--- config.mk ---
export PLATFORM = sky130hd
export DESIGN_NAME = ssip_slave
export DESIGN_NICKNAME = d
export VERILOG_FILES = /design/src/ssip_sync.v /design/src/ssip_fifo.v /design/src/ssip_slave.v
export VERILOG_INCLUDE_DIRS = /design/src /design/src/src
export SDC_FILE = /design/constraint.sdc
export NUM_CORES = 1
export LEC_CHECK = 0
export BUFFER_PORTS_ARGS = -buffer_cell sky130_fd_sc_hd__buf_2
export CAP_MARGIN = 20
export CELL_PAD_IN_SITES_DETAIL_PLACEMENT = 0
export CELL_PAD_IN_SITES_GLOBAL_PLACEMENT = 1
export CORE_ASPECT_RATIO = 0.7
export CORE_MARGIN = 5
export CORE_UTILIZATION = 49
export CTS_BUF_LIST = sky130_fd_sc_hd__clkbuf_4 sky130_fd_sc_hd__clkbuf_8
export DETAILED_ROUTE_END_ITERATION = 12
export HOLD_SLACK_MARGIN = 0.15
export MAX_ROUTING_LAYER = met4
export PLACE_DENSITY = 0.89
export SLEW_MARGIN = 5
export SYNTH_ARGS = -nofsm -noshare
export SYNTH_HDL_FRONTEND = slang
export SYNTH_SLANG_ARGS = --single-unit
--- constraint.sdc ---
create_clock -name i_ref_clk -period 2.8 [get_ports i_ref_clk]
set_input_delay 0.14 -clock i_ref_clk [delete_from_list [all_inputs] [get_ports i_ref_clk]]
set_output_delay 0.14 -clock i_ref_clk [all_outputs]
set_load 0.02 [all_outputs]
--- src/ssip_map.vh ---
`ifndef SSIP_MAP_VH
`define SSIP_MAP_VH
// ---------------------------------------------------------------
// Instruction codes
// ---------------------------------------------------------------
`define SSIP_CMD_SET_WEL 8'h06
`define SSIP_CMD_CLR_WEL 8'h04
`define SSIP_CMD_STAT_WR 8'h01
`define SSIP_CMD_STAT_RD 8'h05
`define SSIP_CMD_RELOAD 8'h07
`define SSIP_CMD_MEM_WR 3'b010
`define SSIP_CMD_MEM_RD 3'b011
`define SSIP_CMD_A8_BIT 3
// ---------------------------------------------------------------
// Status register fields
// ---------------------------------------------------------------
`define SSIP_ST_BUSY 0
`define SSIP_ST_WEL 1
`define SSIP_ST_BP_LO 2
`define SSIP_ST_BP_HI 3
`define SSIP_ST_WD_LO 4
`define SSIP_ST_WD_HI 5
`define SSIP_ST_RG 6
`define SSIP_ST_HPE 7
`define SSIP_ST_NV_RESET 6'h00
// ---------------------------------------------------------------
// Address ranges
// ---------------------------------------------------------------
`define SSIP_ADDR_BLK3 9'h0c0
`define SSIP_ADDR_BLK2 9'h080
`define SSIP_ADDR_USER_END 9'h0ff
`define SSIP_ADDR_EEREG 9'h100
`define SSIP_ADDR_ROM 9'h110
`define SSIP_ADDR_REG 9'h120
`define SSIP_ADDR_REG_END 9'h135
`define SSIP_ADDR_VOL_END 9'h125
// ---------------------------------------------------------------
// Timing
// ---------------------------------------------------------------
`define SSIP_PROG_MS 10
`define SSIP_CLK_MHZ 50
`define SSIP_PROG_CYC (`SSIP_PROG_MS * 1000 * `SSIP_CLK_MHZ)
`define SSIP_FIFO_DEPTH 16
`define SSIP_FIFO_AW 4
`endif

--- src/ssip_sync.v ---
`timescale 1ns/1ps
module ssip_sync (
    input wire i_ref_clk,
    input wire i_reset_n,
    input wire i_ce,
    input wire i_async,
    output reg o_sync
);
    reg meta;
    always @(posedge i_ref_clk) begin
        if (!i_reset_n) begin
            meta <= 1'b1;
            o_sync <= 1'b1;
        end else if (i_ce) begin
            meta <= i_async;
            o_sync <= meta;
        end
    end
endmodule

--- src/ssip_fifo.v ---
`timescale 1ns/1ps
module ssip_fifo #(
    parameter WIDTH = 10,
    parameter DEPTH = 16,
    parameter AW = 4
) (
    input wire i_ref_clk,
    input wire i_reset_n,
    input wire i_ce,
    input wire i_flush,
    input wire i_valid,
    output wire o_ready,
    input wire [WIDTH-1:0] i_data,
    output wire o_valid,
    input wire i_ready,
    output wire [WIDTH-1:0] o_data
);
    reg [WIDTH-1:0] mem [0:DEPTH-1];
    reg [AW:0] wr_ptr;
    reg [AW:0] rd_ptr;
    wire full = (wr_ptr[AW] != rd_ptr[AW]) && (wr_ptr[AW-1:0] == rd_ptr[AW-1:0]);
    wire empty = (wr_ptr == rd_ptr);
    assign o_ready = !full;
    assign o_valid = !empty;
    assign o_data = mem[rd_ptr[AW-1:0]];
    always @(posedge i_ref_clk) begin
        if (i_ce && i_valid && !full) begin
            mem[wr_ptr[AW-1:0]] <= i_data;
        end
    end
    always @(posedge i_ref_clk) begin
        if (!i_reset_n) begin
            wr_ptr <= {(AW+1){1'b0}};
            rd_ptr <= {(AW+1){1'b0}};
        end else if (i_ce) begin
            if (i_flush) begin
                wr_ptr <= {(AW+1){1'b0}};
                rd_ptr <= {(AW+1){1'b0}};
            end else begin
                if (i_valid && !full) begin
                    wr_ptr <= wr_ptr + {{AW{1'b0}}, 1'b1};
                end
                if (i_ready && !empty) begin
                    rd_ptr <= rd_ptr + {{AW{1'b0}}, 1'b1};
                end
            end
        end
    end
endmodule

--- src/ssip_slave.v ---
`timescale 1ns/1ps
`include "ssip_map.vh"
// Function
// Low chip select selects; deselected output floats.
// Chip select rise after valid write starts programming that always completes.
// Nothing starts after power-up until chip select has been seen low.
// Sample input on clock rise; change output only after clock fall.
// Whole bytes, MSB first; every sequence opens with a host byte.
// First byte after select is the instruction; then collect address and data.
// Mode 0,0 or 1,1 taken from clock level at select fall.
// Host keeps select low during transfer and raises it to end.
// First read bit appears after the falling edge following last address bit.
// One address byte; ninth address bit is instruction bit 3.
// Code 06h sets write latch, 04h clears it, no further bytes.
// Code 01h writes status byte; 05h shifts status out.
// Code 07h reloads registers 120h to 125h with defaults.
// Pattern X010b takes address and data bytes to write.
// Pattern X011b takes address and returns data bytes.
// Writes refused unless latch set; latch cleared after successful write.
// Latch zero after reset; cleared by disable, status write, memory write.
// Status bits 7:2 writable unless protect enable set and pin low.
// Block protect field guards 0C0h, 080h or all user memory.
// Register guard blocks writes at 120h and above.
// Watchdog timeout select field chooses one of four timeouts.
// Busy bit reads one during programming.
// Status read always executes; others refused while busy.
// Multiple status write bytes: last whole byte is used.
// Repeated status read refreshes busy bit at each LSB.
// Unknown instruction ignored until chip select rises.
module ssip_slave #(
    parameter PROG_CYCLES = `SSIP_PROG_CYC
) (
    input wire i_ref_clk,
    input wire i_reset_n,
    input wire i_ce,
    input wire i_chip_select_low_n,
    input wire i_sck,
    input wire i_si,
    input wire i_hw_protect_pin_low_n,
    output reg o_so,
    output reg o_so_oe,
    output reg o_wr_valid,
    output reg [9:0] o_wr_addr,
    output reg [7:0] o_wr_data,
    input wire i_wr_ready,
    output reg o_rd_req,
    output reg [8:0] o_rd_addr,
    input wire [7:0] i_rd_data,
    output reg o_prog_start,
    output reg o_reload,
    output reg o_mode11,
    output reg [7:0] o_status
);
    // ---------------------------------------------------------------
    // Pin synchronisers
    // ---------------------------------------------------------------
    wire cs_n_s;
    wire sck_s;
    wire si_s;
    wire wp_s;
    ssip_sync u_sync_cs (.i_ref_clk(i_ref_clk), .i_reset_n(i_reset_n), .i_ce(i_ce),
        .i_async(i_chip_select_low_n), .o_sync(cs_n_s));
    ssip_sync u_sync_sck (.i_ref_clk(i_ref_clk), .i_reset_n(i_reset_n), .i_ce(i_ce),
        .i_async(i_sck), .o_sync(sck_s));
    ssip_sync u_sync_si (.i_ref_clk(i_ref_clk), .i_reset_n(i_reset_n), .i_ce(i_ce),
        .i_async(i_si), .o_sync(si_s));
    ssip_sync u_sync_wp (.i_ref_clk(i_ref_clk), .i_reset_n(i_reset_n), .i_ce(i_ce),
        .i_async(i_hw_protect_pin_low_n), .o_sync(wp_s));

    reg cs_d;
    reg sck_d;
    wire cs_fall = cs_d && !cs_n_s;
    wire cs_rise = !cs_d && cs_n_s;
    wire sck_rise = !sck_d && sck_s && !cs_n_s;
    wire sck_fall = sck_d && !sck_s && !cs_n_s;

    // ---------------------------------------------------------------
    // Sequence state
    // ---------------------------------------------------------------
    localparam ST_IDLE = 3'd0;
    localparam ST_CMD = 3'd1;
    localparam ST_ADDR = 3'd2;
    localparam ST_WDATA = 3'd3;
    localparam ST_RDATA = 3'd4;
    localparam ST_SWR = 3'd5;
    localparam ST_SRD = 3'd6;
    localparam ST_DONE = 3'd7;

    reg [2:0] state;
    reg seen_cs_low;
    reg [7:0] shift;
    reg [2:0] bit_cnt;
    reg [7:0] cmd;
    reg [8:0] addr;
    reg [7:0] tx;
    reg wel;
    reg [5:0] nv;
    reg busy;
    reg [31:0] prog_cnt;
    reg pend_ee;
    reg pend_st;
    reg [5:0] pend_nv;
    reg bytes_ok;
    reg any_reg_wr;

    wire [7:0] shift_in = {shift[6:0], si_s};
    wire byte_done = sck_rise && (bit_cnt == 3'd7);
    wire [7:0] status_now = {nv, wel, busy};
    wire st_writable = !nv[`SSIP_ST_HPE-2] || wp_s;

    // Protection check for a target address
    function addr_protected;
        input [8:0] a;
        input [1:0] bp;
        input rg;
        begin
            addr_protected = 1'b0;
            if (a <= `SSIP_ADDR_USER_END) begin
                case (bp)
                    2'b01: addr_protected = (a >= `SSIP_ADDR_BLK3);
                    2'b10: addr_protected = (a >= `SSIP_ADDR_BLK2);
                    2'b11: addr_protected = 1'b1;
                    default: addr_protected = 1'b0;
                endcase
            end else if (a >= `SSIP_ADDR_REG) begin
                addr_protected = rg;
            end else if (a >= `SSIP_ADDR_ROM) begin
                addr_protected = 1'b1;
            end
        end
    endfunction

    wire [1:0] bp_f = nv[`SSIP_ST_BP_HI-2:`SSIP_ST_BP_LO-2];
    wire rg_f = nv[`SSIP_ST_RG-2];

    // ---------------------------------------------------------------
    // Write byte queue
    // ---------------------------------------------------------------
    reg push;
    reg [16:0] push_data;
    wire fifo_ready;
    wire fifo_valid;
    wire [16:0] fifo_data;
    wire pop = fifo_valid && (!o_wr_valid || i_wr_ready);
    ssip_fifo #(
        .WIDTH(17),
        .DEPTH(`SSIP_FIFO_DEPTH),
        .AW(`SSIP_FIFO_AW)
    ) u_wr_fifo (
        .i_ref_clk(i_ref_clk),
        .i_reset_n(i_reset_n),
        .i_ce(i_ce),
        .i_flush(1'b0),
        .i_valid(push),
        .o_ready(fifo_ready),
        .i_data(push_data),
        .o_valid(fifo_valid),
        .i_ready(pop),
        .o_data(fifo_data)
    );

    // ---------------------------------------------------------------
    // Main sequencer
    // ---------------------------------------------------------------
    always @(posedge i_ref_clk) begin
        if (!i_reset_n) begin
            cs_d <= 1'b1;
            sck_d <= 1'b0;
            state <= ST_IDLE;
            seen_cs_low <= 1'b0;
            shift <= 8'h00;
            bit_cnt <= 3'd0;
            cmd <= 8'h00;
            addr <= 9'h000;
            tx <= 8'h00;
            wel <= 1'b0;
            nv <= `SSIP_ST_NV_RESET;
            busy <= 1'b0;
            prog_cnt <= 32'h0;
            pend_ee <= 1'b0;
            pend_st <= 1'b0;
            pend_nv <= 6'h00;
            bytes_ok <= 1'b1;
            any_reg_wr <= 1'b0;
            push <= 1'b0;
            push_data <= 17'h00000;
            o_so <= 1'b0;
            o_so_oe <= 1'b0;
            o_wr_valid <= 1'b0;
            o_wr_addr <= 10'h000;
            o_wr_data <= 8'h00;
            o_rd_req <= 1'b0;
            o_rd_addr <= 9'h000;
            o_prog_start <= 1'b0;
            o_reload <= 1'b0;
            o_mode11 <= 1'b0;
            o_status <= 8'h00;
        end else if (i_ce) begin
            cs_d <= cs_n_s;
            sck_d <= sck_s;
            o_prog_start <= 1'b0;
            o_reload <= 1'b0;
            o_rd_req <= 1'b0;
            o_status <= status_now;
            push <= 1'b0;
            // Output stage holds each byte until the consumer is ready
            if (pop) begin
                o_wr_valid <= 1'b1;
                o_wr_addr <= {1'b0, fifo_data[16:8]};
                o_wr_data <= fifo_data[7:0];
            end else if (i_wr_ready) begin
                o_wr_valid <= 1'b0;
            end
            // Programming runs to the end regardless of chip select
            if (busy) begin
                if (prog_cnt == 32'h1) begin
                    busy <= 1'b0;
                    wel <= 1'b0;
                    if (pend_st) begin
                        nv <= pend_nv;
                    end
                    pend_st <= 1'b0;
                end
                prog_cnt <= prog_cnt - 32'h1;
            end
            o_so_oe <= !cs_n_s;
            if (cs_fall) begin
                seen_cs_low <= 1'b1;
                o_mode11 <= sck_s;
                state <= ST_CMD;
                bit_cnt <= 3'd0;
                pend_ee <= 1'b0;
                bytes_ok <= 1'b1;
                any_reg_wr <= 1'b0;
            end else if (cs_rise) begin
                state <= ST_IDLE;
                // Incomplete byte or protection cancels the cycle
                if (pend_ee && bytes_ok && (bit_cnt == 3'd0) && wel && !busy) begin
                    busy <= 1'b1;
                    prog_cnt <= PROG_CYCLES;
                    o_prog_start <= 1'b1;
                end else if (any_reg_wr) begin
                    wel <= 1'b0;
                end
                if (!(pend_ee && bytes_ok && bit_cnt == 3'd0)) begin
                    pend_st <= busy ? pend_st : 1'b0;
                end
            end else if (seen_cs_low && sck_rise && state != ST_IDLE) begin
                shift <= shift_in;
                bit_cnt <= bit_cnt + 3'd1;
                if (byte_done) begin
                    case (state)
                        ST_CMD: begin
                            cmd <= shift_in;
                            addr[8] <= shift_in[`SSIP_CMD_A8_BIT];
                            if (shift_in == `SSIP_CMD_STAT_RD) begin
                                state <= ST_SRD;
                                tx <= status_now;
                            end else if (busy) begin
                                state <= ST_DONE;
                            end else if (shift_in == `SSIP_CMD_SET_WEL) begin
                                wel <= 1'b1;
                                state <= ST_DONE;
                            end else if (shift_in == `SSIP_CMD_CLR_WEL) begin
                                wel <= 1'b0;
                                state <= ST_DONE;
                            end else if (shift_in == `SSIP_CMD_STAT_WR) begin
                                state <= ST_SWR;
                            end else if (shift_in == `SSIP_CMD_RELOAD) begin
                                o_reload <= 1'b1;
                                state <= ST_DONE;
                            end else if (shift_in[7:4] == 4'h0 &&
                                         (shift_in[2:0] == `SSIP_CMD_MEM_WR ||
                                          shift_in[2:0] == `SSIP_CMD_MEM_RD)) begin
                                state <= ST_ADDR;
                            end else begin
                                state <= ST_DONE;
                            end
                        end
                        ST_ADDR: begin
                            addr[7:0] <= shift_in;
                            if (cmd[2:0] == `SSIP_CMD_MEM_RD) begin
                                state <= ST_RDATA;
                                o_rd_req <= 1'b1;
                                o_rd_addr <= {addr[8], shift_in};
                            end else begin
                                state <= ST_WDATA;
                            end
                        end
                        ST_WDATA: begin
                            // Writes need the latch and an unguarded target
                            if (wel && fifo_ready &&
                                !addr_protected(addr, bp_f, rg_f)) begin
                                push <= 1'b1;
                                push_data <= {addr, shift_in};
                                if (addr >= `SSIP_ADDR_REG) begin
                                    any_reg_wr <= 1'b1;
                                end else begin
                                    pend_ee <= 1'b1;
                                end
                            end else begin
                                bytes_ok <= 1'b0;
                            end
                            if (addr == `SSIP_ADDR_REG_END) begin
                                addr <= `SSIP_ADDR_REG;
                            end else if (addr < `SSIP_ADDR_EEREG) begin
                                addr <= {addr[8:4], addr[3:0] + 4'h1};
                            end else begin
                                addr <= addr + 9'h001;
                            end
                        end
                        ST_SWR: begin
                            if (wel && st_writable) begin
                                pend_ee <= 1'b1;
                                pend_st <= 1'b1;
                                pend_nv <= shift_in[7:2];
                            end else begin
                                pend_ee <= 1'b0;
                            end
                        end
                        ST_RDATA: begin
                            o_rd_req <= 1'b1;
                            o_rd_addr <= addr + 9'h001;
                            addr <= addr + 9'h001;
                        end
                        default: begin
                        end
                    endcase
                end
            end else if (sck_fall) begin
                // Output moves only after a falling edge
                if (state == ST_SRD || state == ST_RDATA) begin
                    if (bit_cnt == 3'd0) begin
                        if (state == ST_SRD) begin
                            tx <= {status_now[6:0], 1'b0};
                            o_so <= status_now[7];
                        end else begin
                            tx <= {i_rd_data[6:0], 1'b0};
                            o_so <= i_rd_data[7];
                        end
                    end else begin
                        o_so <= tx[7];
                        tx <= {tx[6:0], 1'b0};
                        if (state == ST_SRD && bit_cnt == 3'd7) begin
                            o_so <= busy;
                        end
                    end
                end
            end
        end
    end
endmodule

== Word level (Yosys, flattened, before mapping) ==
Memories as Yosys holds them, arrays and structs flattened. A register that Yosys moved wholly into a read port is not among the register bits.
Index checks and enable logic that the tools add are counted.

* Reduce and logical (&&, ||, !) cells: 79
* Multiply operators: 0
* Bitwise operators: 3
* Div/mod/pow operators: 0
* Shifts and indexed selects: 0
* Multiplexer cells: 127
* $add $sub $neg: 6
* Eq/ne operators: 33
* Magnitude comparators: 6

{| class="wikitable"
|+ Operators with widths
! operator !! count
|-
| $mux 32 || 4
|-
| $mux 1 || 90
|-
| $mux 8 || 8
|-
| $reduce_and 7->1 || 7
|-
| $mux 3 || 15
|-
| $eq 32x1->1 const B || 1
|-
| $eq 8x3->1 const B || 4
|-
| $sub 32x1->32 const B || 1
|-
| $mux 9 || 3
|-
| $logic_and 1x1->1 || 24
|-
| $pmux 8 s3 || 1
|-
| $reduce_and 6->1 || 4
|-
| $ge 9x8->1 const B || 2
|-
| $ge 9x9->1 const B || 2
|-
| $pmux 9 s2 || 1
|-
| $reduce_bool 2->1 || 9
|-
| $reduce_bool 3->1 || 6
|-
| $eq 3x2->1 const B || 5
|-
| $eq 3x3->1 const B || 4
|-
| $reduce_and 2->1 || 6
|-
| $reduce_and 4->1 || 3
|-
| $logic_not 1->1 || 11
|-
| $add 5x1->5 const B || 2
|-
| $add 9x1->9 const B || 1
|-
| other kinds (26) || 40
|}

* Output and inout port bits: 42
* Input port bits: 16
* Logic and storage cells: 296
* Memories: 1
* Bits in registers: 146
* RAM bits: 272
* Latch bits: 0
* Memory bits (read-only): 0

{| class="wikitable"
|+ Memory list
! name !! words !! width !! read ports !! clocked after Yosys merged registers in !! write ports !! RTL line !! text
|-
| u_wr_fifo.mem || 16 || 17 || 1 || 1 || 1 || ssip_fifo.v:18 || <nowiki>reg [WIDTH-1:0] mem [0:DEPTH-1];</nowiki>
|}

== Depth between registers and ports, before layout ==
Gate-level depths: netlist of run 1.

* Word-level depth: 19
* Mapped depth: 12
* Mapped depth without buffers: 10

== Cells and area by module ==
A second synthesis of run 1 with hierarchy kept.

* Cells, all modules: 1346
* Area, all modules: 18494.0 um2

{| class="wikitable"
|+ Modules (own cells, without submodules)
! module !! area each (um2) !! sequential area each (um2) !! instances !! cells an instance
|-
| ssip_fifo || 11164.5 || 8448.1 || 1 || 491
|-
| ssip_slave || 7059.3 || 2902.8 || 1 || 831
|-
| ssip_sync || 67.6 || 40.0 || 4 || 6
|}

== Worst setup path before layout of run 1 ==
No wires, ideal clock.

* Path type: reg-to-reg
* From: register u_wr_fifo.rd_ptr[0]
* To: memory u_wr_fifo.mem[0][0], enable pin
* Clock period less this slack: 3.057 ns
* Data required time: 2.387 ns
* Path buffers: 2
* Library setup time: 0.413 ns
* Setup slack: -0.257 ns
* Cell stages (with the launch flop): 8
* Data arrival time: 2.644 ns
* Cell sequence: dfxtp_1 clkbuf_1 xnor2_1 and4_1 clkbuf_1 a21oi_1 nand2_1 nor3_1

* Cells in the longest elaborated chain, start to end: 6

{| class="wikitable"
|+ RTL lines
! element !! RTL line !! text
|-
| start: declaration || ssip_fifo.v:20 || <nowiki>reg [AW:0] rd_ptr;</nowiki>
|-
| start signal: assignment || ssip_fifo.v:34 || <nowiki>rd_ptr <= {(AW+1){1'b0}};</nowiki>
|-
| start signal: assignment || ssip_fifo.v:38 || <nowiki>rd_ptr <= {(AW+1){1'b0}};</nowiki>
|-
| start signal: assignment || ssip_fifo.v:44 || <nowiki>rd_ptr <= rd_ptr + {{AW{1'b0}}, 1'b1};</nowiki>
|-
| $eq 4x4->1 || ssip_fifo.v:21 || <nowiki>wire full = (wr_ptr[AW] != rd_ptr[AW]) && (wr_ptr[AW-1:0] == rd_ptr[AW-1:0]);</nowiki>
|-
| $logic_and 1x1->1 || ssip_fifo.v:21 ||
|-
| $logic_not 1->1 || ssip_fifo.v:27 || <nowiki>if (i_ce && i_valid && !full) begin</nowiki>
|-
| $logic_and 1x1->1 || ssip_fifo.v:27 ||
|-
| $mux 1 || ssip_fifo.v:27 ||
|-
| $mux 1 (implied by the code) || ssip_fifo.v:28 || <nowiki>mem[wr_ptr[AW-1:0]] <= i_data;</nowiki>
|-
| end: declaration || ssip_fifo.v:18 ||
|}

Every way passes these cells.

== Final worst setup path of run 1 ==
* From: register addr[1]
* To: register push_data[3]

* Cells in the longest elaborated chain, start to end: 14
* Elaborated cells between the ends (all ways): 19
* Those cells by class: order compare (5); mux (11); reduce/logical (3)

{| class="wikitable"
|+ RTL lines
! element !! RTL line !! text
|-
| start: declaration || ssip_slave.v:94 || <nowiki>reg [8:0] addr;</nowiki>
|-
| start signal: assignment || ssip_slave.v:281 || <nowiki>addr[7:0] <= shift_in;</nowiki>
|-
| start signal: assignment || ssip_slave.v:305 || <nowiki>addr <= `SSIP_ADDR_REG;</nowiki>
|-
| start signal: assignment || ssip_slave.v:307 || <nowiki>addr <= {addr[8:4], addr[3:0] + 4'h1};</nowiki>
|-
| $ge 9x9->1 (no source line) || n/a ||
|-
| $mux 1 || ssip_slave.v:127 || <nowiki>end else if (a >= `SSIP_ADDR_ROM) begin</nowiki>
|-
| $mux 1 || ssip_slave.v:125 || <nowiki>end else if (a >= `SSIP_ADDR_REG) begin</nowiki>
|-
| $mux 1 * || ssip_slave.v:118 || <nowiki>if (a <= `SSIP_ADDR_USER_END) begin</nowiki>
|-
| $mux 1 * || ssip_slave.v:252 || <nowiki>case (state)</nowiki>
|-
| $mux 1 * || ssip_slave.v:251 || <nowiki>if (byte_done) begin</nowiki>
|-
| $mux 1 * || ssip_slave.v:248 || <nowiki>end else if (seen_cs_low && sck_rise && state != ST_IDLE) begin</nowiki>
|-
| $mux 1 * || ssip_slave.v:235 || <nowiki>end else if (cs_rise) begin</nowiki>
|-
| $mux 1 * || ssip_slave.v:227 || <nowiki>if (cs_fall) begin</nowiki>
|-
| $mux 1 * || ssip_slave.v:198 || <nowiki>end else if (i_ce) begin</nowiki>
|-
| $mux 1 * || ssip_slave.v:166 || <nowiki>if (!i_reset_n) begin</nowiki>
|-
| $logic_not 1->1 * || ssip_slave.v:293 || <nowiki>!addr_protected(addr, bp_f, rg_f)) begin</nowiki>
|-
| $logic_and 1x1->1 * || ssip_slave.v:292 || <nowiki>if (wel && fifo_ready &&</nowiki>
|-
| $reduce_and 7->1 (no source line) * || n/a ||
|-
| end signal: assignment || ssip_slave.v:295 || <nowiki>push_data <= {addr, shift_in};</nowiki>
|-
| end: declaration || ssip_slave.v:140 || <nowiki>reg [16:0] push_data;</nowiki>
|}

Mark *: on every way between the ends. The rest lies on a longest branch, timed or not. The select of a mux whose other input is x is not followed.
A chain may end at the register's enable or synchronous reset.

==> reports/metrics.csv, run 1 <==
stage,metric,value,unit
cells_and_area,Layout Area Growth over Synthesis,14.95,%
floorplanning,Initial Util,0.4919,
synthesis,area of the mapped netlist,18160,µm²
clocking,clk_lat worst skew,0.59,ns
drt,WL/cell,21.96,µm
power,Static Leak,7.824,nW
synthesis,top-area cell type share of the netlist area,0.4498,
grt,first-pass GRT wire length,67830,µm
clocking,CTS tree,done,
floorplanning,die width,240.1,µm
critical_path,Worst path slowest cell,nor3_1,
synthesis,Syn Inst Count,1319,
floorplanning,Row Count,59,
sta,slew of the pin with the lowest slew margin,1.088,ns
sta,Clock Skew,0.03320,ns
clocking,Root Buffer,clkbuf_8,
cells_and_area,share of cells above drive strength 1,0.2355,
grt,largest net degree at the start of global routing,72,
cells_and_area,Post-Layout Cell Count,1983,
synthesis,Post-synth EDFFs,272,
synthesis,Post-Syn Nets,1352,
synthesis,"Warnings, synthesis",0,
sta,setup TNS,0,ns
placement,pre-CTS setup slack,0.2691,ns
hold_path,min-delay src,i_reset_n,
power,VDD IR max,0.0003047,V
clocking,CTS clock-pin slew for the worst setup and hold paths,0.07,ns
drt,Vias per Instance,5.943,
synthesis,Yosys top cell by area,edfxtp_1,
synthesis,top post-synthesis cells by area,"edfxtp_1 45%, dfxtp_1 18%, mux4_2 11%",
cells_and_area,n_diodes,0,
drt,Iter 0 DRT Violations,1363,
floorplanning,placeable core region,36910,µm²
hold_path,worst min-delay path class,input pin to flop,
synthesis,prevailing post-synth register cell,edfxtp_1,
synthesis,Synth Register Bits,435,
critical_path,Worst path max stage delay,0.39,ns
sta,Tcrit/Tclk final,0.9310,
placement,Final GP Congestion,0.8589,
critical_path,Worst Path Arrival,3.12,ns
synthesis,"count leader, synth",edfxtp_1,
sta,min cycle time layout,2.607,ns
synthesis,Post-synth ARST share,0,
placement,dpl hpwl,26710,µm
drt,final WL,43550,µm
critical_path,r2r setup slk,0.19,ns
grt,total global-route track usage,0.2196,
hold_path,worst hold path depth,3,
run_status,status,"finished, final reports clean",
cells_and_area,nets,1480,
synthesis,Mean Syn Cell Area,13.77,µm²
critical_path,"Top cell by count, worst path",ha_1,
synthesis,sequential area share after synthesis,0.6295,
grt,vias in the first global route,11550,
placement,IO Port Bufs,56,
critical_path,Reg-to-Reg Start,addr[1],
cells_and_area,Final Core Density,0.5655,
cells_and_area,multi-input logic area,6320,µm²
sta,final slew viol count,0,
critical_path,CP Cell Sequence,"ha_1, nand3_1, or2_2, inv_1, ha_1, nor3_1, a2bb2oi_1, buf_4, nand4_1, a21oi_1",
floorplanning,IO Count,58,
grt,"Remaining Overflow, GRT",0,
drt,post-route ant nets,0,
critical_path,crit path kind,flop to flop,
sta,final setup margin,0.1931,ns
hold_path,Worst Hold Endpoint,u_sync_sck.o_sync,
cells_and_area,register area,11440,µm²
critical_path,Crit Path Max Fanout,18,
sta,max_slew headroom,0.2749,
synthesis,Cell variety after synth,66,
floorplanning,height of the die,171.1,µm
synthesis,commonest cells in the netlist,"272 x edfxtp_1, 163 x dfxtp_1, 107 x nor2_1",
clocking,Clock Tree Buf Depth,3,
sta,fmax,0.3836,GHz
power,total power,12.16,mW
clocking,CTS Sinks,435,
critical_path,CP endpoint kind,flop,
sta,Final setup viols,0,
placement,DP Cell Count,1846,
drt,DRC Markers,0,
flow_run,Max Cap Viol,0,
drt,routed via count,11790,
critical_path,R2R depth,10,
clocking,H-tree levels,3,
critical_path,reg2reg end,push_data[3],
power,Power Density,582.5,nW/µm²
critical_path,CP startpoint kind,flop,
sta,RSZ-0062 raised after global routing,false,
grt,antenna violations before repair,1,
floorplanning,die area,41070,µm²
cells_and_area,Fill cells,2894,
critical_path,CP required,3.31,ns
drt,first drt pass iteration count,5,
clocking,total CTS buffers,68,
sta,final-report hold violation count,0,
## flip-flops by register name, summed over array words and instances, names as in the netlist, 3 cells and up
signal,count
addr,9
bit_cnt,3
cmd,3
nv,6
o_rd_addr,9
o_status,8
o_wr_addr,9
o_wr_data,8
pend_nv,6
prog_cnt,32
push_data,17
shift,7
state,3
tx,8
u_wr_fifo.mem,272
u_wr_fifo.rd_ptr,5
u_wr_fifo.wr_ptr,5
## through the flow
step / hold WS (ns) / instance area [µm²]
floorplan: 0.2684 / 18170
global placement: 0.3546 / 19390
detailed placement: 0.3583 / 19390
CTS: 0.3819 / 20870
global route: 0.4329 / 20870
finish: 0.4163 / 20870
## where the power goes
group | internal, mW | switching (mW)
logic | 0.0916 | 0.150
registers | 6.74 | 0.0158
clock network | 2.79 | 2.37
## cell usage in the layout, fill, tap and decap left out, types with 25 or more instances in the layout
cell      synthesis  final
a21oi_1          77     76
buf_2            20     56
buf_4             1     65
clkbuf_4          0     25
clkbuf_8          0     72
dfxtp_1         163    161
edfxtp_1        272    272
mux2i_1          50     50
mux4_2           85     85
nand2_1          91     91
nand4_1          34     34
nor2_1          107     95
o21ai_0          25     25
xnor2_1          32     32
## what timing repair did
item / in CTS / in global routing
gates resized for setup: 0 / 0
hold buffers: 19 / 0
hold endpoints to repair: 26 / 0
setup buffers: 0 / 0
## metal layers
| layer | GRT usage | vias up | wire length [µm] |
|---|---|---|---|
| li1 | - | 5304 | - |
| met1 | 0.3191 | 5822 | 18750 |
| met2 | 0.3178 | 583 | 19300 |
| met3 | 0.04560 | 76 | 4520 |
| met4 | 0.06065 | 0 | 978 |
| met5 | - | - | 0 |
## worst max-delay path: cells and delay by family, from the launching register on
kind / cells / cell delay (ns)
adders and majority gates: 2 / 0.46
AOI/OAI and AO/OA: 2 / 0.53
buffers and inverters: 2 / 0.35
and+or+nand+nor: 4 / 0.82
DFF: 1 / 0.37
## how the worst max path moves through the flow
stage	endpoint	from	cells past startpoint	slack, ns
final	push_data[3]	addr[1]	10	0.19
after global routing	pend_ee	addr[1]	10	0.03
after CTS	pend_ee	addr[1]	10	0.25
after detailed placement	pend_ee	addr[1]	10	0.27
after global placement	pend_ee	addr[1]	10	0.33
after floorplan	u_wr_fifo.mem[3][0]	u_wr_fifo.rd_ptr[1]	5	0.17
## logic make-up after synthesis
group                      count (synthesis)  synth area share
DFF                                      435            0.6295
and+or+nand+nor                          358            0.1021
AOI/OAI and AO/OA                        213           0.07635
muxes                                    135            0.1330
buffers and inverters                    115           0.02536
xor gates and xnor gates                  45           0.02171
adders and majority gates                 17           0.01171
other                                      1         0.0002065
## final cells by class
cell class | instances | share of cell area
Sequential cell | 435 | 0.5479
Multi-Input combinational cell | 769 | 0.3028
Clock buffer | 97 | 0.05647
Timing Repair Buffer | 148 | 0.05359
Tap cell | 488 | 0.02925
Clock inverter | 21 | 0.005515
Inverter | 25 | 0.004496
Note: power is estimated with default switching activity, not from simulation.
==> inputs of run 2 (changes only) <==
==> constraint.sdc (replaced) <==
create_clock -name i_ref_clk -period 2.8 [get_ports i_ref_clk]
set_input_delay 0.28 -clock i_ref_clk [delete_from_list [all_inputs] [get_ports i_ref_clk]]
set_output_delay 0.28 -clock i_ref_clk [all_outputs]
set_load 0.02 [all_outputs]
==> run 2 against run 1 <==
Effect of this change: total power grew 0.63%; final cell count decreased by 0.15%; hold slack worse by 0.21 ns; via count down 0.51%; highest routed layer unchanged; sequential share of layout area about the same; largest cell class unchanged.
==> reports/metrics.csv, run 2 (synthesis results as in run 1) <==
stage,metric,value,unit,change
critical_path,CP endpoint kind,flop,,
cells_and_area,Fill cells,2906,,+0.41%
critical_path,Worst path slowest cell,dfxtp_1,,
cells_and_area,n_diodes,0,,unchanged
cells_and_area,Largest register FFs,272,,unchanged
grt,"Remaining Overflow, GRT",0,,unchanged
clocking,CTS clock-pin slew for the worst setup and hold paths,0.06,ns,about the same
critical_path,Worst path max stage delay,0.43,ns,+0.04 ns
sta,final slew viol count,0,,unchanged
grt,largest net degree at the start of global routing,72,,unchanged
critical_path,CP Cell Sequence,"ha_1, nand3_1, or2_2, inv_1, ha_1, inv_1, a22o_1, o22ai_1, buf_4, o21ai_0, a21o_1",,
sta,Tcrit/Tclk final,0.9314,,about the same
sta,max_slew headroom,0.3151,,+0.04021
sta,setup TNS,0,ns,unchanged
drt,M1 WL,18960,µm,+1.2%
hold_path,worst min-delay path class,input pin to flop,,
cells_and_area,share of cells above drive strength 1,0.2393,,+0.003825
clocking,CTS Sinks,435,,unchanged
sta,Final setup viols,0,,unchanged
floorplanning,placeable core region,36910,µm²,unchanged
critical_path,crit path kind,flop to flop,,
clocking,post-CTS setup buffer count,0,,unchanged
drt,Vias per Instance,5.922,,-0.36%
clocking,H-tree levels,3,,unchanged
clocking,CTS tree,done,,
run_status,status,"finished, final reports clean",,
clocking,clk_lat worst skew,0.60,ns,about the same
sta,slew of the pin with the lowest slew margin,1.027,ns,-0.06032 ns
floorplanning,die width,240.1,µm,unchanged
flow_run,Max Cap Viol,0,,unchanged
floorplanning,Initial Util,0.4919,,unchanged
critical_path,CP required,3.28,ns,-0.03 ns
critical_path,Crit Path Max Fanout,18,,unchanged
clocking,Clock Tree Buf Depth,3,,unchanged
placement,Final GP Congestion,0.8562,,-0.31%
sta,final setup margin,0.1919,ns,-0.001162 ns
clocking,CTS resizes,0,,unchanged
sta,min cycle time layout,2.608,ns,+0.001162 ns
grt,first-pass GRT wire length,67090,µm,-1.1%
drt,Iter 0 DRT Violations,1257,,-7.8%
floorplanning,IO Count,58,,unchanged
sta,fmax,0.3834,GHz,about the same
hold_path,min-delay src,i_rd_data[6],,
floorplanning,Row Count,59,,unchanged
grt,total global-route track usage,0.2166,,-0.002929
drt,WL/cell,21.83,µm,-0.58%
clocking,Root Buffer,clkbuf_8,,
sta,final-report hold violation count,0,,unchanged
cells_and_area,"commonest non-fill, non-tap cell in the layout",edfxtp_1,,
drt,DR WL met2,19470,µm,+0.88%
cells_and_area,Final Core Density,0.5652,,about the same
drt,top routing layer in use,met4,,
drt,first drt pass iteration count,6,,+1
placement,dpl hpwl,26530,µm,-0.67%
cells_and_area,nets,1473,,-0.47%
drt,final WL,43230,µm,-0.73%
grt,vias in the first global route,11570,,+0.25%
drt,met3 routed WL,4007,µm,-11%
drt,DRC Markers,0,,unchanged
placement,IO Port Bufs,56,,unchanged
cells_and_area,Layout Area Growth over Synthesis,14.88,%,about the same
grt,antenna violations before repair,0,,-1
drt,routed via count,11730,,-0.51%
power,Power Density,586.5,nW/µm²,+0.69%
clocking,CTS Hold Bufs,15,,-4
critical_path,start point of the critical path,addr[1],,
drt,post-route ant nets,0,,unchanged
clocking,total CTS buffers,67,,-1.5%
sta,Clock Skew,0.02884,ns,-0.004365 ns
floorplanning,height of the die,171.1,µm,unchanged
sta,RSZ-0062 raised after global routing,false,,
critical_path,Worst Path Arrival,3.09,ns,-0.03 ns
cells_and_area,most frequent cells in the layout,"272 x edfxtp_1, 161 x dfxtp_1, 95 x nor2_1",,
power,VDD IR max,0.0002922,V,-4.1%
power,Static Leak,7.815,nW,-0.11%
floorplanning,die area,41070,µm²,unchanged
critical_path,Reg-to-Reg Start,addr[1],,
critical_path,CP startpoint kind,flop,,
placement,pre-CTS setup slack,0.2675,ns,-0.001532 ns
## run 2: area by class of cell
type	count	area, µm²	share of cell area
clock inverters	26	160.2	0.007678
flip-flops and latches	435	11440	0.5482
multi-input cells	769	6320	0.3030
inverters	25	93.84	0.004499
repair buffers	142	1064	0.05098
clock buffers	95	1176	0.05638
well taps	488	610.6	0.02927
## run 2: metal layers
metal  vias up  GRT usage
li1       5299          -
met1      5840     0.3112
met2       513     0.3186
met3        73    0.04705
met4         0    0.05424
met5         -          -
## run 2: metrics by stage
stage	std cells	area [µm²]	total power, mW	hold WS [ns]
6_report	1980	20860	12.23	0.2036
5_1_grt	1980	20860	12.65	0.2332
3_3_place_gp	1844	19370	7.106	0.4388
2_1_floorplan	1319	18170	7.039	0.4084
4_1_cts	1980	20860	12.34	0.1659
3_5_place_dp	1844	19370	7.108	0.4447
## run 2: path summary, 6_finish.rpt
check	endpoint	slack [ns]	cells after the start
max	bytes_ok	0.19	11
min	tx[7]	0.20	4
max reg2reg	bytes_ok	0.19	11
min reg2reg	o_rd_addr[5]	0.45	2
## run 2: critical path: cells and delay by family (launching register included)
kind	cells	cell delay, ns
AOI/OAI and AO/OA	4	0.72
adders and majority gates	2	0.46
buffers and inverters	3	0.39
DFF	1	0.43
and+or+nand+nor	2	0.49
## run 2: report_power, final
group / internal [mW] / switching [mW]
Clock: 2.82 / 2.42
Combinational: 0.0868 / 0.147
Sequential: 6.74 / 0.0161
Total: 9.65 / 2.59
